[config.mk]
export PLATFORM = sky130hd
export DESIGN_NAME = appl_sequencer
export DESIGN_NICKNAME = d
export VERILOG_FILES = /design/src/common/appl_seq_pkg.sv /design/src/common/appl_timer_if.sv /design/src/rtl/appl_timer.sv /design/src/rtl/appl_sequencer.sv
export SDC_FILE = /design/constraint.sdc
export NUM_CORES = 1
export LEC_CHECK = 0
export ABC_CLOCK_PERIOD_IN_PS = 4300
export BUFFER_PORTS_ARGS = -buffer_cell sky130_fd_sc_hd__buf_2
export CELL_PAD_IN_SITES_DETAIL_PLACEMENT = 2
export CELL_PAD_IN_SITES_GLOBAL_PLACEMENT = 2
export CORE_ASPECT_RATIO = 1.25
export CORE_UTILIZATION = 41
export CTS_CLUSTER_DIAMETER = 150
export DETAILED_ROUTE_END_ITERATION = 8
export GPL_ROUTABILITY_DRIVEN = 0
export PLACE_DENSITY = 0.9
export SLEW_MARGIN = 5
export SYNTH_ARGS = -nofsm -noshare
export SYNTH_HDL_FRONTEND = slang
export SYNTH_SLANG_ARGS = --single-unit
export TNS_END_PERCENT = 50
[constraint.sdc]
create_clock -name i_clk -period 4.3 [get_ports i_clk]
set_input_delay 0.86 -clock i_clk [delete_from_list [all_inputs] [get_ports i_clk]]
set_output_delay 0.86 -clock i_clk [all_outputs]
set_load 0.005 [all_outputs]
[src/common/appl_seq_pkg.sv]
// constants, types and decode for the applicator signal sequencer
// assumes a 200 MHz system clock and an apb slave at byte addresses
package appl_seq_pkg;
  // clock and time base
  localparam int unsigned CLK_PERIOD_PS = 5000;
  localparam int unsigned TICK_NS = 1000000;
  localparam int unsigned TICK_CYCLES_DEF = TICK_NS * 1000 / CLK_PERIOD_PS;
  localparam int unsigned TIME_W = 16;
  // register byte addresses
  localparam logic [7:0] ADDR_CTRL = 8'h00;
  localparam logic [7:0] ADDR_DWELL = 8'h04;
  localparam logic [7:0] ADDR_BLOW = 8'h08;
  localparam logic [7:0] ADDR_STATUS = 8'h0C;
  // control field positions
  localparam int unsigned CTRL_MODE_BIT = 0;
  localparam int unsigned CTRL_VACV_BIT = 1;
  localparam int unsigned CTRL_PNEU_BIT = 2;
  localparam int unsigned CTRL_EXT_BIT = 3;
  localparam int unsigned CTRL_TYPE_LSB = 4;
  // reset values, times in ticks of 1 ms
  localparam logic [7:0] CTRL_RST = 8'h00;
  localparam logic [15:0] DWELL_RST = 16'h0064;
  localparam logic [15:0] BLOW_RST = 16'h0032;
  // synchronised pin inputs
  localparam int unsigned IN_W = 6;
  localparam int unsigned IN_HOME = 0;
  localparam int unsigned IN_TOUCH = 1;
  localparam int unsigned IN_START = 2;
  localparam int unsigned IN_START_OPT = 3;
  localparam int unsigned IN_INHIBIT = 4;
  localparam int unsigned IN_PANEL = 5;

  typedef enum logic [3:0] {
    TYPE_TAMP_SENSOR = 4'h0,
    TYPE_TAMP = 4'h1,
    TYPE_TAMP_BLOW = 4'h2,
    TYPE_TAMP2_SENSOR = 4'h3,
    TYPE_AIR_BLOW = 4'h4,
    TYPE_TAMP_REVERSE = 4'h5,
    TYPE_DIRECT = 4'h6,
    TYPE_TAMP_AUX = 4'h7,
    TYPE_ORING = 4'h8,
    TYPE_WIPE_BLOW = 4'h9,
    TYPE_WIPE_TIMED = 4'hA,
    TYPE_WIPE_SENSOR = 4'hB
  } appl_type_t;

  typedef enum logic [4:0] {
    ST_IDLE = 5'h01,
    ST_DISPENSE = 5'h02,
    ST_PRESS = 5'h04,
    ST_BLOW = 5'h08,
    ST_RETURN = 5'h10
  } seq_state_t;

  typedef struct packed {
    logic air;
    logic vac;
    logic cyl;
    logic blow;
    logic sensor;
    logic home;
    logic aux;
  } feat_t;

  // signals in use per applicator type and option bits
  function automatic feat_t type_feat(input appl_type_t ty,
                                      input logic vacv, input logic pneu,
                                      input logic ext);
    feat_t f;
    f = '0;
    unique case (ty)
      TYPE_TAMP_SENSOR: f = '{1'b1, vacv, 1'b1, 1'b1, 1'b1, 1'b1, 1'b0};
      TYPE_TAMP: f = '{1'b1, 1'b0, 1'b1, 1'b0, 1'b0, 1'b1, 1'b0};
      TYPE_TAMP_BLOW: f = '{1'b1, 1'b1, 1'b1, 1'b1, 1'b0, 1'b1, 1'b0};
      TYPE_TAMP2_SENSOR: f = '{1'b1, 1'b1, 1'b1, 1'b1, 1'b1, 1'b1, 1'b0};
      TYPE_AIR_BLOW: f = '{1'b1, 1'b1, 1'b0, 1'b1, 1'b0, 1'b0, 1'b0};
      TYPE_TAMP_REVERSE: f = '{1'b1, 1'b1, 1'b1, 1'b1, 1'b0, 1'b1, 1'b0};
      TYPE_DIRECT: f = '{pneu, 1'b0, 1'b0, 1'b0, 1'b0, 1'b0, 1'b0};
      TYPE_TAMP_AUX: f = '{1'b0, 1'b0, 1'b1, 1'b0, 1'b0, 1'b1, ext};
      TYPE_ORING: f = '{1'b1, 1'b1, 1'b1, 1'b1, 1'b1, 1'b1, 1'b0};
      TYPE_WIPE_BLOW: f = '{1'b1, 1'b0, 1'b0, 1'b1, 1'b0, 1'b0, 1'b0};
      TYPE_WIPE_TIMED: f = '{1'b1, 1'b1, 1'b1, 1'b0, 1'b0, 1'b1, 1'b0};
      TYPE_WIPE_SENSOR: f = '{1'b1, 1'b1, 1'b1, 1'b0, 1'b1, 1'b1, 1'b0};
      default: f = '0;
    endcase
    return f;
  endfunction : type_feat
endpackage : appl_seq_pkg

[src/common/appl_timer_if.sv]
// load and status link between the sequencer and its duration timer
// assumes both ends on the same clock
interface appl_timer_if;
  logic load;
  logic [15:0] ticks;
  logic busy;
  modport seq (output load, output ticks, input busy);
  modport timer (input load, input ticks, output busy);
endinterface : appl_timer_if

[src/rtl/appl_timer.sv]
// millisecond duration timer for dwell and blow-on times
// assumes load is a one-cycle pulse from the sequencer
module appl_timer
  import appl_seq_pkg::*;
#(
  parameter int unsigned TICK_CYCLES = TICK_CYCLES_DEF
) (
  // clock, reset, enable
  input wire logic i_clk,
  input wire logic i_arst_n,
  input wire logic i_ce,
  // sequencer side
  appl_timer_if.timer tif
);
  typedef struct packed {
    logic [31:0] pre;
    logic [15:0] cnt;
    logic busy;
  } tmr_t;

  tmr_t t;
  tmr_t next_t;

  always_comb begin
    next_t = t;
    if (tif.load) begin
      next_t.cnt = tif.ticks;
      next_t.pre = '0;
      next_t.busy = (tif.ticks != 16'h0000);
    end else if (t.busy) begin
      if (t.pre >= TICK_CYCLES - 1) begin
        next_t.pre = '0;
        next_t.cnt = t.cnt - 16'h0001;
        if (t.cnt == 16'h0001) begin
          next_t.busy = 1'b0;
        end
      end else begin
        next_t.pre = t.pre + 32'h00000001;
      end
    end
  end

  always_ff @(posedge i_clk or negedge i_arst_n) begin
    if (!i_arst_n) begin
      t <= '0;
    end else if (i_ce) begin
      t <= next_t;
    end
  end

  assign tif.busy = t.busy;
endmodule : appl_timer

[src/rtl/appl_sequencer.sv]
// applicator signal sequencer with apb control and status registers
// assumes pins are asynchronous, label-done comes from labeler logic
// Contract
// - the interface runs as applicator or plc interface by a mode bit.
// - cylinder is on for the dwell time, or until touch-down on sensor types.
// - airstream support is on from start until cylinder comes on.
// - vacuum is on from start until cylinder goes off.
// - blow-on comes on when application ends, for the blow-on time.
// - touch-down is read only on sensor types and ignored on timed ones.
// - direct dispense drives airstream only with a pneumatic edge.
// - the dedicated tamp-aux output exists only on the extended interface.
// - some types also get outputs they do not need, like blow-on.
// - on types with a home signal, a cycle completes only when home is active again after return; other types go straight to idle.
// - inhibit blocks start at both interfaces but not the panel button.
// - offline follows the inhibit input.
module appl_sequencer
  import appl_seq_pkg::*;
#(
  parameter int unsigned TICK_CYCLES = TICK_CYCLES_DEF
) (
  // clock, reset, enable
  input wire logic i_clk,
  input wire logic i_arst_n,
  input wire logic i_ce,
  // apb slave
  input wire logic i_psel,
  input wire logic i_penable,
  input wire logic i_pwrite,
  input wire logic [7:0] i_paddr,
  input wire logic [31:0] i_pwdata,
  input wire logic [3:0] i_pstrb,
  output logic [31:0] o_prdata,
  output logic o_pready,
  output logic o_pslverr,
  // applicator and panel pins
  input wire logic i_home,
  input wire logic i_touch_down,
  input wire logic i_start,
  input wire logic i_start_opt,
  input wire logic i_inhibit,
  input wire logic i_panel_trig,
  // labeler logic
  input wire logic i_label_done,
  // applicator outputs
  output logic o_cylinder,
  output logic o_airstream,
  output logic o_vacuum,
  output logic o_blow_on,
  output logic o_aux,
  output logic o_offline
);
  typedef struct packed {
    logic [IN_W-1:0] sync1;
    logic [IN_W-1:0] sync2;
    logic [IN_W-1:0] prev;
    seq_state_t state;
    logic [7:0] ctrl;
    logic [15:0] dwell;
    logic [15:0] blow;
    logic [31:0] prdata;
    logic pready;
    logic pslverr;
    logic load;
    logic [15:0] ticks;
    logic cyl;
    logic air;
    logic vac;
    logic blow_o;
    logic aux;
    logic offline;
  } seq_t;

  seq_t s;
  seq_t next_s;
  feat_t f;
  logic start_ev;
  logic panel_ev;
  logic trig;
  logic applic;

  appl_timer_if tif();

  appl_timer #(.TICK_CYCLES(TICK_CYCLES)) u_timer (
    .i_clk(i_clk),
    .i_arst_n(i_arst_n),
    .i_ce(i_ce),
    .tif(tif)
  );

  assign tif.load = s.load;
  assign tif.ticks = s.ticks;

  function automatic logic mapped(input logic [7:0] a);
    return (a == ADDR_CTRL) || (a == ADDR_DWELL) || (a == ADDR_BLOW) ||
           (a == ADDR_STATUS);
  endfunction : mapped

  function automatic logic [31:0] merge(input logic [31:0] old,
                                        input logic [31:0] wd,
                                        input logic [3:0] strb);
    logic [31:0] r;
    r = old;
    for (int i = 0; i < 4; i++) begin
      if (strb[i]) begin
        r[i*8 +: 8] = wd[i*8 +: 8];
      end
    end
    return r;
  endfunction : merge

  always_comb begin
    next_s = s;
    f = type_feat(appl_type_t'(s.ctrl[CTRL_TYPE_LSB +: 4]),
                  s.ctrl[CTRL_VACV_BIT], s.ctrl[CTRL_PNEU_BIT],
                  s.ctrl[CTRL_EXT_BIT]);
    next_s.sync1 = {i_panel_trig, i_inhibit, i_start_opt, i_start,
                    i_touch_down, i_home};
    next_s.sync2 = s.sync1;
    next_s.prev = s.sync2;
    start_ev = (s.sync2[IN_START] & ~s.prev[IN_START]) |
               (s.sync2[IN_START_OPT] & ~s.prev[IN_START_OPT]);
    panel_ev = s.sync2[IN_PANEL] & ~s.prev[IN_PANEL];
    trig = (start_ev & ~s.sync2[IN_INHIBIT]) | panel_ev;
    applic = s.ctrl[CTRL_MODE_BIT];
    next_s.load = 1'b0;
    unique case (s.state)
      ST_IDLE: begin
        if (applic && trig) begin
          next_s.state = ST_DISPENSE;
        end
      end
      ST_DISPENSE: begin
        if (i_label_done) begin
          if (f.cyl) begin
            next_s.state = ST_PRESS;
            next_s.load = 1'b1;
            next_s.ticks = s.dwell;
          end else if (f.blow) begin
            next_s.state = ST_BLOW;
            next_s.load = 1'b1;
            next_s.ticks = s.blow;
          end else begin
            next_s.state = f.home ? ST_RETURN : ST_IDLE;
          end
        end
      end
      ST_PRESS: begin
        if (!s.load && (f.sensor ? s.sync2[IN_TOUCH] : !tif.busy)) begin
          if (f.blow) begin
            next_s.state = ST_BLOW;
            next_s.load = 1'b1;
            next_s.ticks = s.blow;
          end else begin
            next_s.state = f.home ? ST_RETURN : ST_IDLE;
          end
        end
      end
      ST_BLOW: begin
        if (!s.load && !tif.busy) begin
          next_s.state = f.home ? ST_RETURN : ST_IDLE;
        end
      end
      ST_RETURN: begin
        if (s.sync2[IN_HOME]) begin
          next_s.state = ST_IDLE;
        end
      end
      default: next_s.state = ST_IDLE;
    endcase
    if (!applic) begin
      next_s.state = ST_IDLE;
    end
    next_s.air = (next_s.state == ST_DISPENSE) & f.air;
    next_s.vac = ((next_s.state == ST_DISPENSE) |
                  (next_s.state == ST_PRESS)) & f.vac;
    next_s.cyl = (next_s.state == ST_PRESS) & f.cyl;
    next_s.blow_o = (next_s.state == ST_BLOW) & f.blow;
    // aux output only with extended interface
    next_s.aux = (next_s.state == ST_PRESS) & f.aux;
    next_s.offline = s.sync2[IN_INHIBIT];
    // apb: setup captures read data, one wait cycle then ready
    next_s.pready = 1'b0;
    next_s.pslverr = 1'b0;
    if (i_psel && !i_penable) begin
      unique case (i_paddr)
        ADDR_CTRL: next_s.prdata = {24'h000000, s.ctrl};
        ADDR_DWELL: next_s.prdata = {16'h0000, s.dwell};
        ADDR_BLOW: next_s.prdata = {16'h0000, s.blow};
        ADDR_STATUS: next_s.prdata = {15'h0000, s.offline, s.aux, s.blow_o,
                                      s.vac, s.air, s.cyl, s.state, s.sync2};
        default: next_s.prdata = 32'h00000000;
      endcase
    end
    if (i_psel && i_penable && !s.pready) begin
      next_s.pready = 1'b1;
      next_s.pslverr = !mapped(i_paddr);
    end
    if (i_psel && i_penable && s.pready && i_pwrite) begin
      unique case (i_paddr)
        ADDR_CTRL: next_s.ctrl = 8'(merge({24'h000000, s.ctrl}, i_pwdata,
                                          i_pstrb));
        ADDR_DWELL: next_s.dwell = 16'(merge({16'h0000, s.dwell}, i_pwdata,
                                             i_pstrb));
        ADDR_BLOW: next_s.blow = 16'(merge({16'h0000, s.blow}, i_pwdata,
                                           i_pstrb));
        default: next_s.ctrl = s.ctrl;
      endcase
    end
  end

  always_ff @(posedge i_clk or negedge i_arst_n) begin
    if (!i_arst_n) begin
      s <= '{sync1: '0, sync2: '0, prev: '0, state: ST_IDLE,
             ctrl: CTRL_RST, dwell: DWELL_RST, blow: BLOW_RST,
             prdata: '0, pready: 1'b0, pslverr: 1'b0, load: 1'b0,
             ticks: '0, cyl: 1'b0, air: 1'b0, vac: 1'b0, blow_o: 1'b0,
             aux: 1'b0, offline: 1'b0};
    end else if (i_ce) begin
      s <= next_s;
    end
  end

  assign o_prdata = s.prdata;
  assign o_pready = s.pready;
  assign o_pslverr = s.pslverr;
  assign o_cylinder = s.cyl;
  assign o_airstream = s.air;
  assign o_vacuum = s.vac;
  assign o_blow_on = s.blow_o;
  assign o_aux = s.aux;
  assign o_offline = s.offline;
endmodule : appl_sequencer

==> impl_results.rst <==
.. list-table::
   :header-rows: 1

   * - Metric
     - Value
   * - Result of the run
     - finished clean
   * - Maximum number of pins on one net before global-route repair
     - 100
   * - Flop-to-flop setup slack
     - roughly 1.2 ns
   * - Pwr per Cell Area
     - slightly below 400 nW/um2
   * - Clk buf depth
     - 2
   * - RR Endpoint
     - u_timer.t[14]
   * - Hold Startpoint
     - u_timer.t[48]
   * - Routing layer with the top usage in global route
     - met2
   * - Slowest library cell on the worst path
     - o311ai_2
   * - Die outline area
     - between 15000 and 20000 um2
   * - Number of cells in the finished layout apart from fillers
     - roughly 1000
   * - Final layout net count
     - around 800
   * - Setup-failing EPs final
     - 0
   * - Unique masters post-synth
     - 69
   * - Worst-path cell chain
     - ha_1, and3_1, a311oi_1, o311ai_2, nand3_2, nor3_1, o221ai_1
   * - TritonRoute pass-1 iters
     - 4
   * - Required time reported for the critical path endpoint
     - around 4.6 ns
   * - Area growth from synthesis to final layout
     - 12.16%
   * - Count of flip-flops with a built-in enable after synthesis
     - 0
   * - Mapped Avg Cell Area
     - around 11 um2
   * - Number of synthesized register bits
     - approximately 150
   * - HPWL reported at the end of detailed placement
     - between 15000 and 20000 um
   * - Highest fanout seen on the critical path
     - 12
   * - Count of boundary I/O pins
     - between 90 and 100
   * - Most common cell after layout, fill and taps aside
     - dfrtp_1
   * - Fraction of layout instances using a drive strength above 1
     - a little over a quarter
   * - Antenna Nets Post-Route
     - 0
   * - LEAKAGE
     - roughly 3.9 nW
   * - Buffer type at the clock tree root
     - clkbuf_16
   * - Number of hold buffers added after CTS
     - 0
   * - Xor and xnor area share after synthesis
     - less than 1%
   * - Worst slew pin tran
     - approximately 1.1 ns
   * - Cell accounting for the most synthesized area
     - dfrtp_1
   * - Multi-input combinational cell area
     - ~3500 um2
   * - Total via count after detailed routing
     - 6374
   * - Portion of synthesized cell area occupied by the leading cell type
     - between 40% and 50%
   * - Insertion delay to the later sink of the worst-skew pair
     - roughly 0.44 ns
   * - Synthesized-area fraction occupied by ao, oa, aoi and oai cells
     - between 10% and 20%
   * - Unrepaired setup endpoints after global routing
     - false
   * - Rel. slew slack
     - a little over a quarter
   * - Area of the placeable core
     - roughly 18000 um2
   * - Multiplexer share of the synthesized area
     - between 10% and 20%
   * - Wirelength per Cell
     - a little under 30 um
   * - Clock Skews
     - 0.01340 ns
   * - Global router's overall resource usage
     - 31.13%
   * - Diodes inserted
     - 0
   * - Final critical-path share of the clock period
     - between 70 and 80%
   * - Fill count
     - 1802
   * - Number of buffer cells added on primary ports
     - 63
   * - DRT Wirelength
     - 29170 um
   * - Die Width
     - 124.3 um
   * - Post-CTS Setup Inserts
     - 0
   * - TritonCTS clock tree
     - done
   * - FMAX
     - around 0.32 GHz
   * - Setup TNS
     - 0 ns
   * - Final core utilization
     - 47.14%
   * - Clock transition at the register clock pins on the worst setup and hold paths after CTS
     - approximately 0.06 ns
   * - WS Path Type
     - reg2reg
   * - Final cell area excluding filler cells
     - roughly 8600 um2
   * - Hold Violations, Final
     - 0
   * - Largest family of logic cells by synthesized area
     - compound AO/OA/AOI/OAI gates
   * - Cell area reported after detailed placement
     - 7976 um2
   * - Dominant register cell in the synthesized netlist
     - dfrtp_1
   * - Basic-gate share of the synthesized area counting and, or, nand and nor cells
     - around 15%
   * - Vias in the first global route
     - about 7300
   * - Fin crit period
     - a little over 3 ns
   * - Beginning of the worst register-to-register path
     - u_timer.t[17]
   * - Met1 layer usage reported by global route
     - roughly 33%
   * - Met3 usage
     - between 6 and 7%
   * - Aggregate global routing overflow
     - 0
   * - Cell type group with the largest total delay on the critical path
     - compound AO/OA/AOI/OAI gates
   * - Starting density of the core
     - 42.03%
   * - Placement Rows
     - between 50 and 60
   * - Clock buffer count from CTS
     - 17
   * - Number of antenna violations at the first check in global routing
     - 1
   * - Count of final max-slew check failures
     - 0
   * - Main area contributors after synthesis
     - dfrtp_1 47%, mux2_2 9.5%, buf_4 3.2%
   * - Leading cell types in the layout, fill and taps excluded
     - 144 x dfrtp_1, 65 x mux2_2, 62 x buf_2
   * - Hold Path End
     - u_timer.t[48]
   * - Reg2Reg Depth
     - 7
   * - Placed cells
     - 950
   * - H-tree depth
     - 4
   * - CTS Sinks
     - roughly 150
   * - Met2 track utilization from global routing
     - roughly 56%
   * - First-pass GRT wire length
     - roughly 45000 um
   * - Cells after synthesis
     - 705
   * - Share of synthesized registers carrying an async set or reset
     - 100.0%
   * - Post-cts resize count
     - 0
   * - Vias per inst
     - about 6.5
   * - Max IR drop VDD
     - between 0.2 and 0.3 mV
   * - Worst hold path depth
     - 1
   * - Max Cap Violations
     - 0
   * - Proportion of synthesized chip area in sequential cells
     - 49.41%
   * - Hold slack
     - 0.4919 ns
   * - Critical path's largest stage delay
     - about 0.9 ns
   * - Number of warnings issued by yosys
     - 0
   * - Arrival time at the worst endpoint
     - about 3.4 ns
   * - Sort of element at the end of the critical path
     - register
   * - Area used by sequential logic in the layout
     - 3787 um2
   * - Buffers and inverters on the worst path
     - 0
   * - Cell area after synthesis
     - 7665 um2
   * - Worst min-delay path class
     - reg2reg
   * - Startpoint type of the worst setup path
     - register
   * - Drt drc
     - 0
   * - Number of DRC markers in iteration 0
     - about 430
   * - Adder-cell share of the synthesized area
     - less than 1%
   * - Die Span Y
     - 154.9 um
[logic make-up after synthesis]
group / count (synthesis)
AOI/OAI and AO/OA: 175
adders and majority gates: 3
muxes: 75
and+or+nand+nor: 217
xor gates and xnor gates: 2
buffers and inverters: 81
DFF: 151
other: 1
[per-layer routing]
metal	wire [um]	up-vias	share of wire [%]
met1	10390	3337	36
met2	15530	273	53
met5	8	-	0.027
met4	1860	2	6.4
li1	-	2643	-
met3	1378	119	4.7
[sequential cells by signal, indices dropped and copies added, names as in the netlist]
signal            cells
o_pready              1
s                    48
u_timer.tif.busy      1
u_timer.t            48
tif.ticks            16
o_blow_on             1
o_pslverr             1
o_airstream           1
applic                1
o_vacuum              1
tif.load              1
o_prdata             17
o_cylinder            1
o_aux                 1
next_s               12
[cells in the mapped netlist (12+ instances only)]
library cell,number
nand2_1,55
nor3_1,15
mux2_2,65
nor4_1,12
a31oi_1,16
and2_1,16
o21ai_0,34
o2bb2ai_1,18
clkbuf_1,21
nor2_1,43
nand3_1,16
a21oi_1,17
buf_4,33
inv_1,12
dfrtp_1,144
a22oi_1,24
a22o_1,12
[area by class of cell]
type                       count  share of cell area [%]
sequential                   151                   44.05
clock buffer                  18                   5.108
clock inverter                14                   2.110
timing repair buffer          72                   4.526
inverter                      12                  0.5239
multi-input combinational    487                   40.36
tap                          228                   3.318
[where the power goes]
part | switching (mW) | internal (mW)
Combinational | 0.140 | 0.0850
Sequential | 0.0546 | 1.47
Clock | 0.709 | 0.900
Total | 0.904 | 2.45
[how the worst max path moves through the flow]
stage                  startpoint            end  slack [ns]  cells after the start
finish              u_timer.t[17]  u_timer.t[14]        1.19                      7
global route        u_timer.t[17]   u_timer.t[7]        1.03                      7
CTS                 u_timer.t[17]  u_timer.t[14]        1.22                      7
detailed placement     i_paddr[5]          s[63]        1.38                      5
global placement       i_paddr[2]          s[76]        1.45                      4
floorplan                    i_ce         applic        1.89                      6
[through the flow]
stage	total power [mW]	setup slack (ns)
floorplan	1.655	1.889
global placement	1.733	1.449
detailed placement	1.761	1.378
CTS	3.362	1.221
global route	3.438	1.035
finish	3.354	1.190
Power figures use the tool's default switching activity.
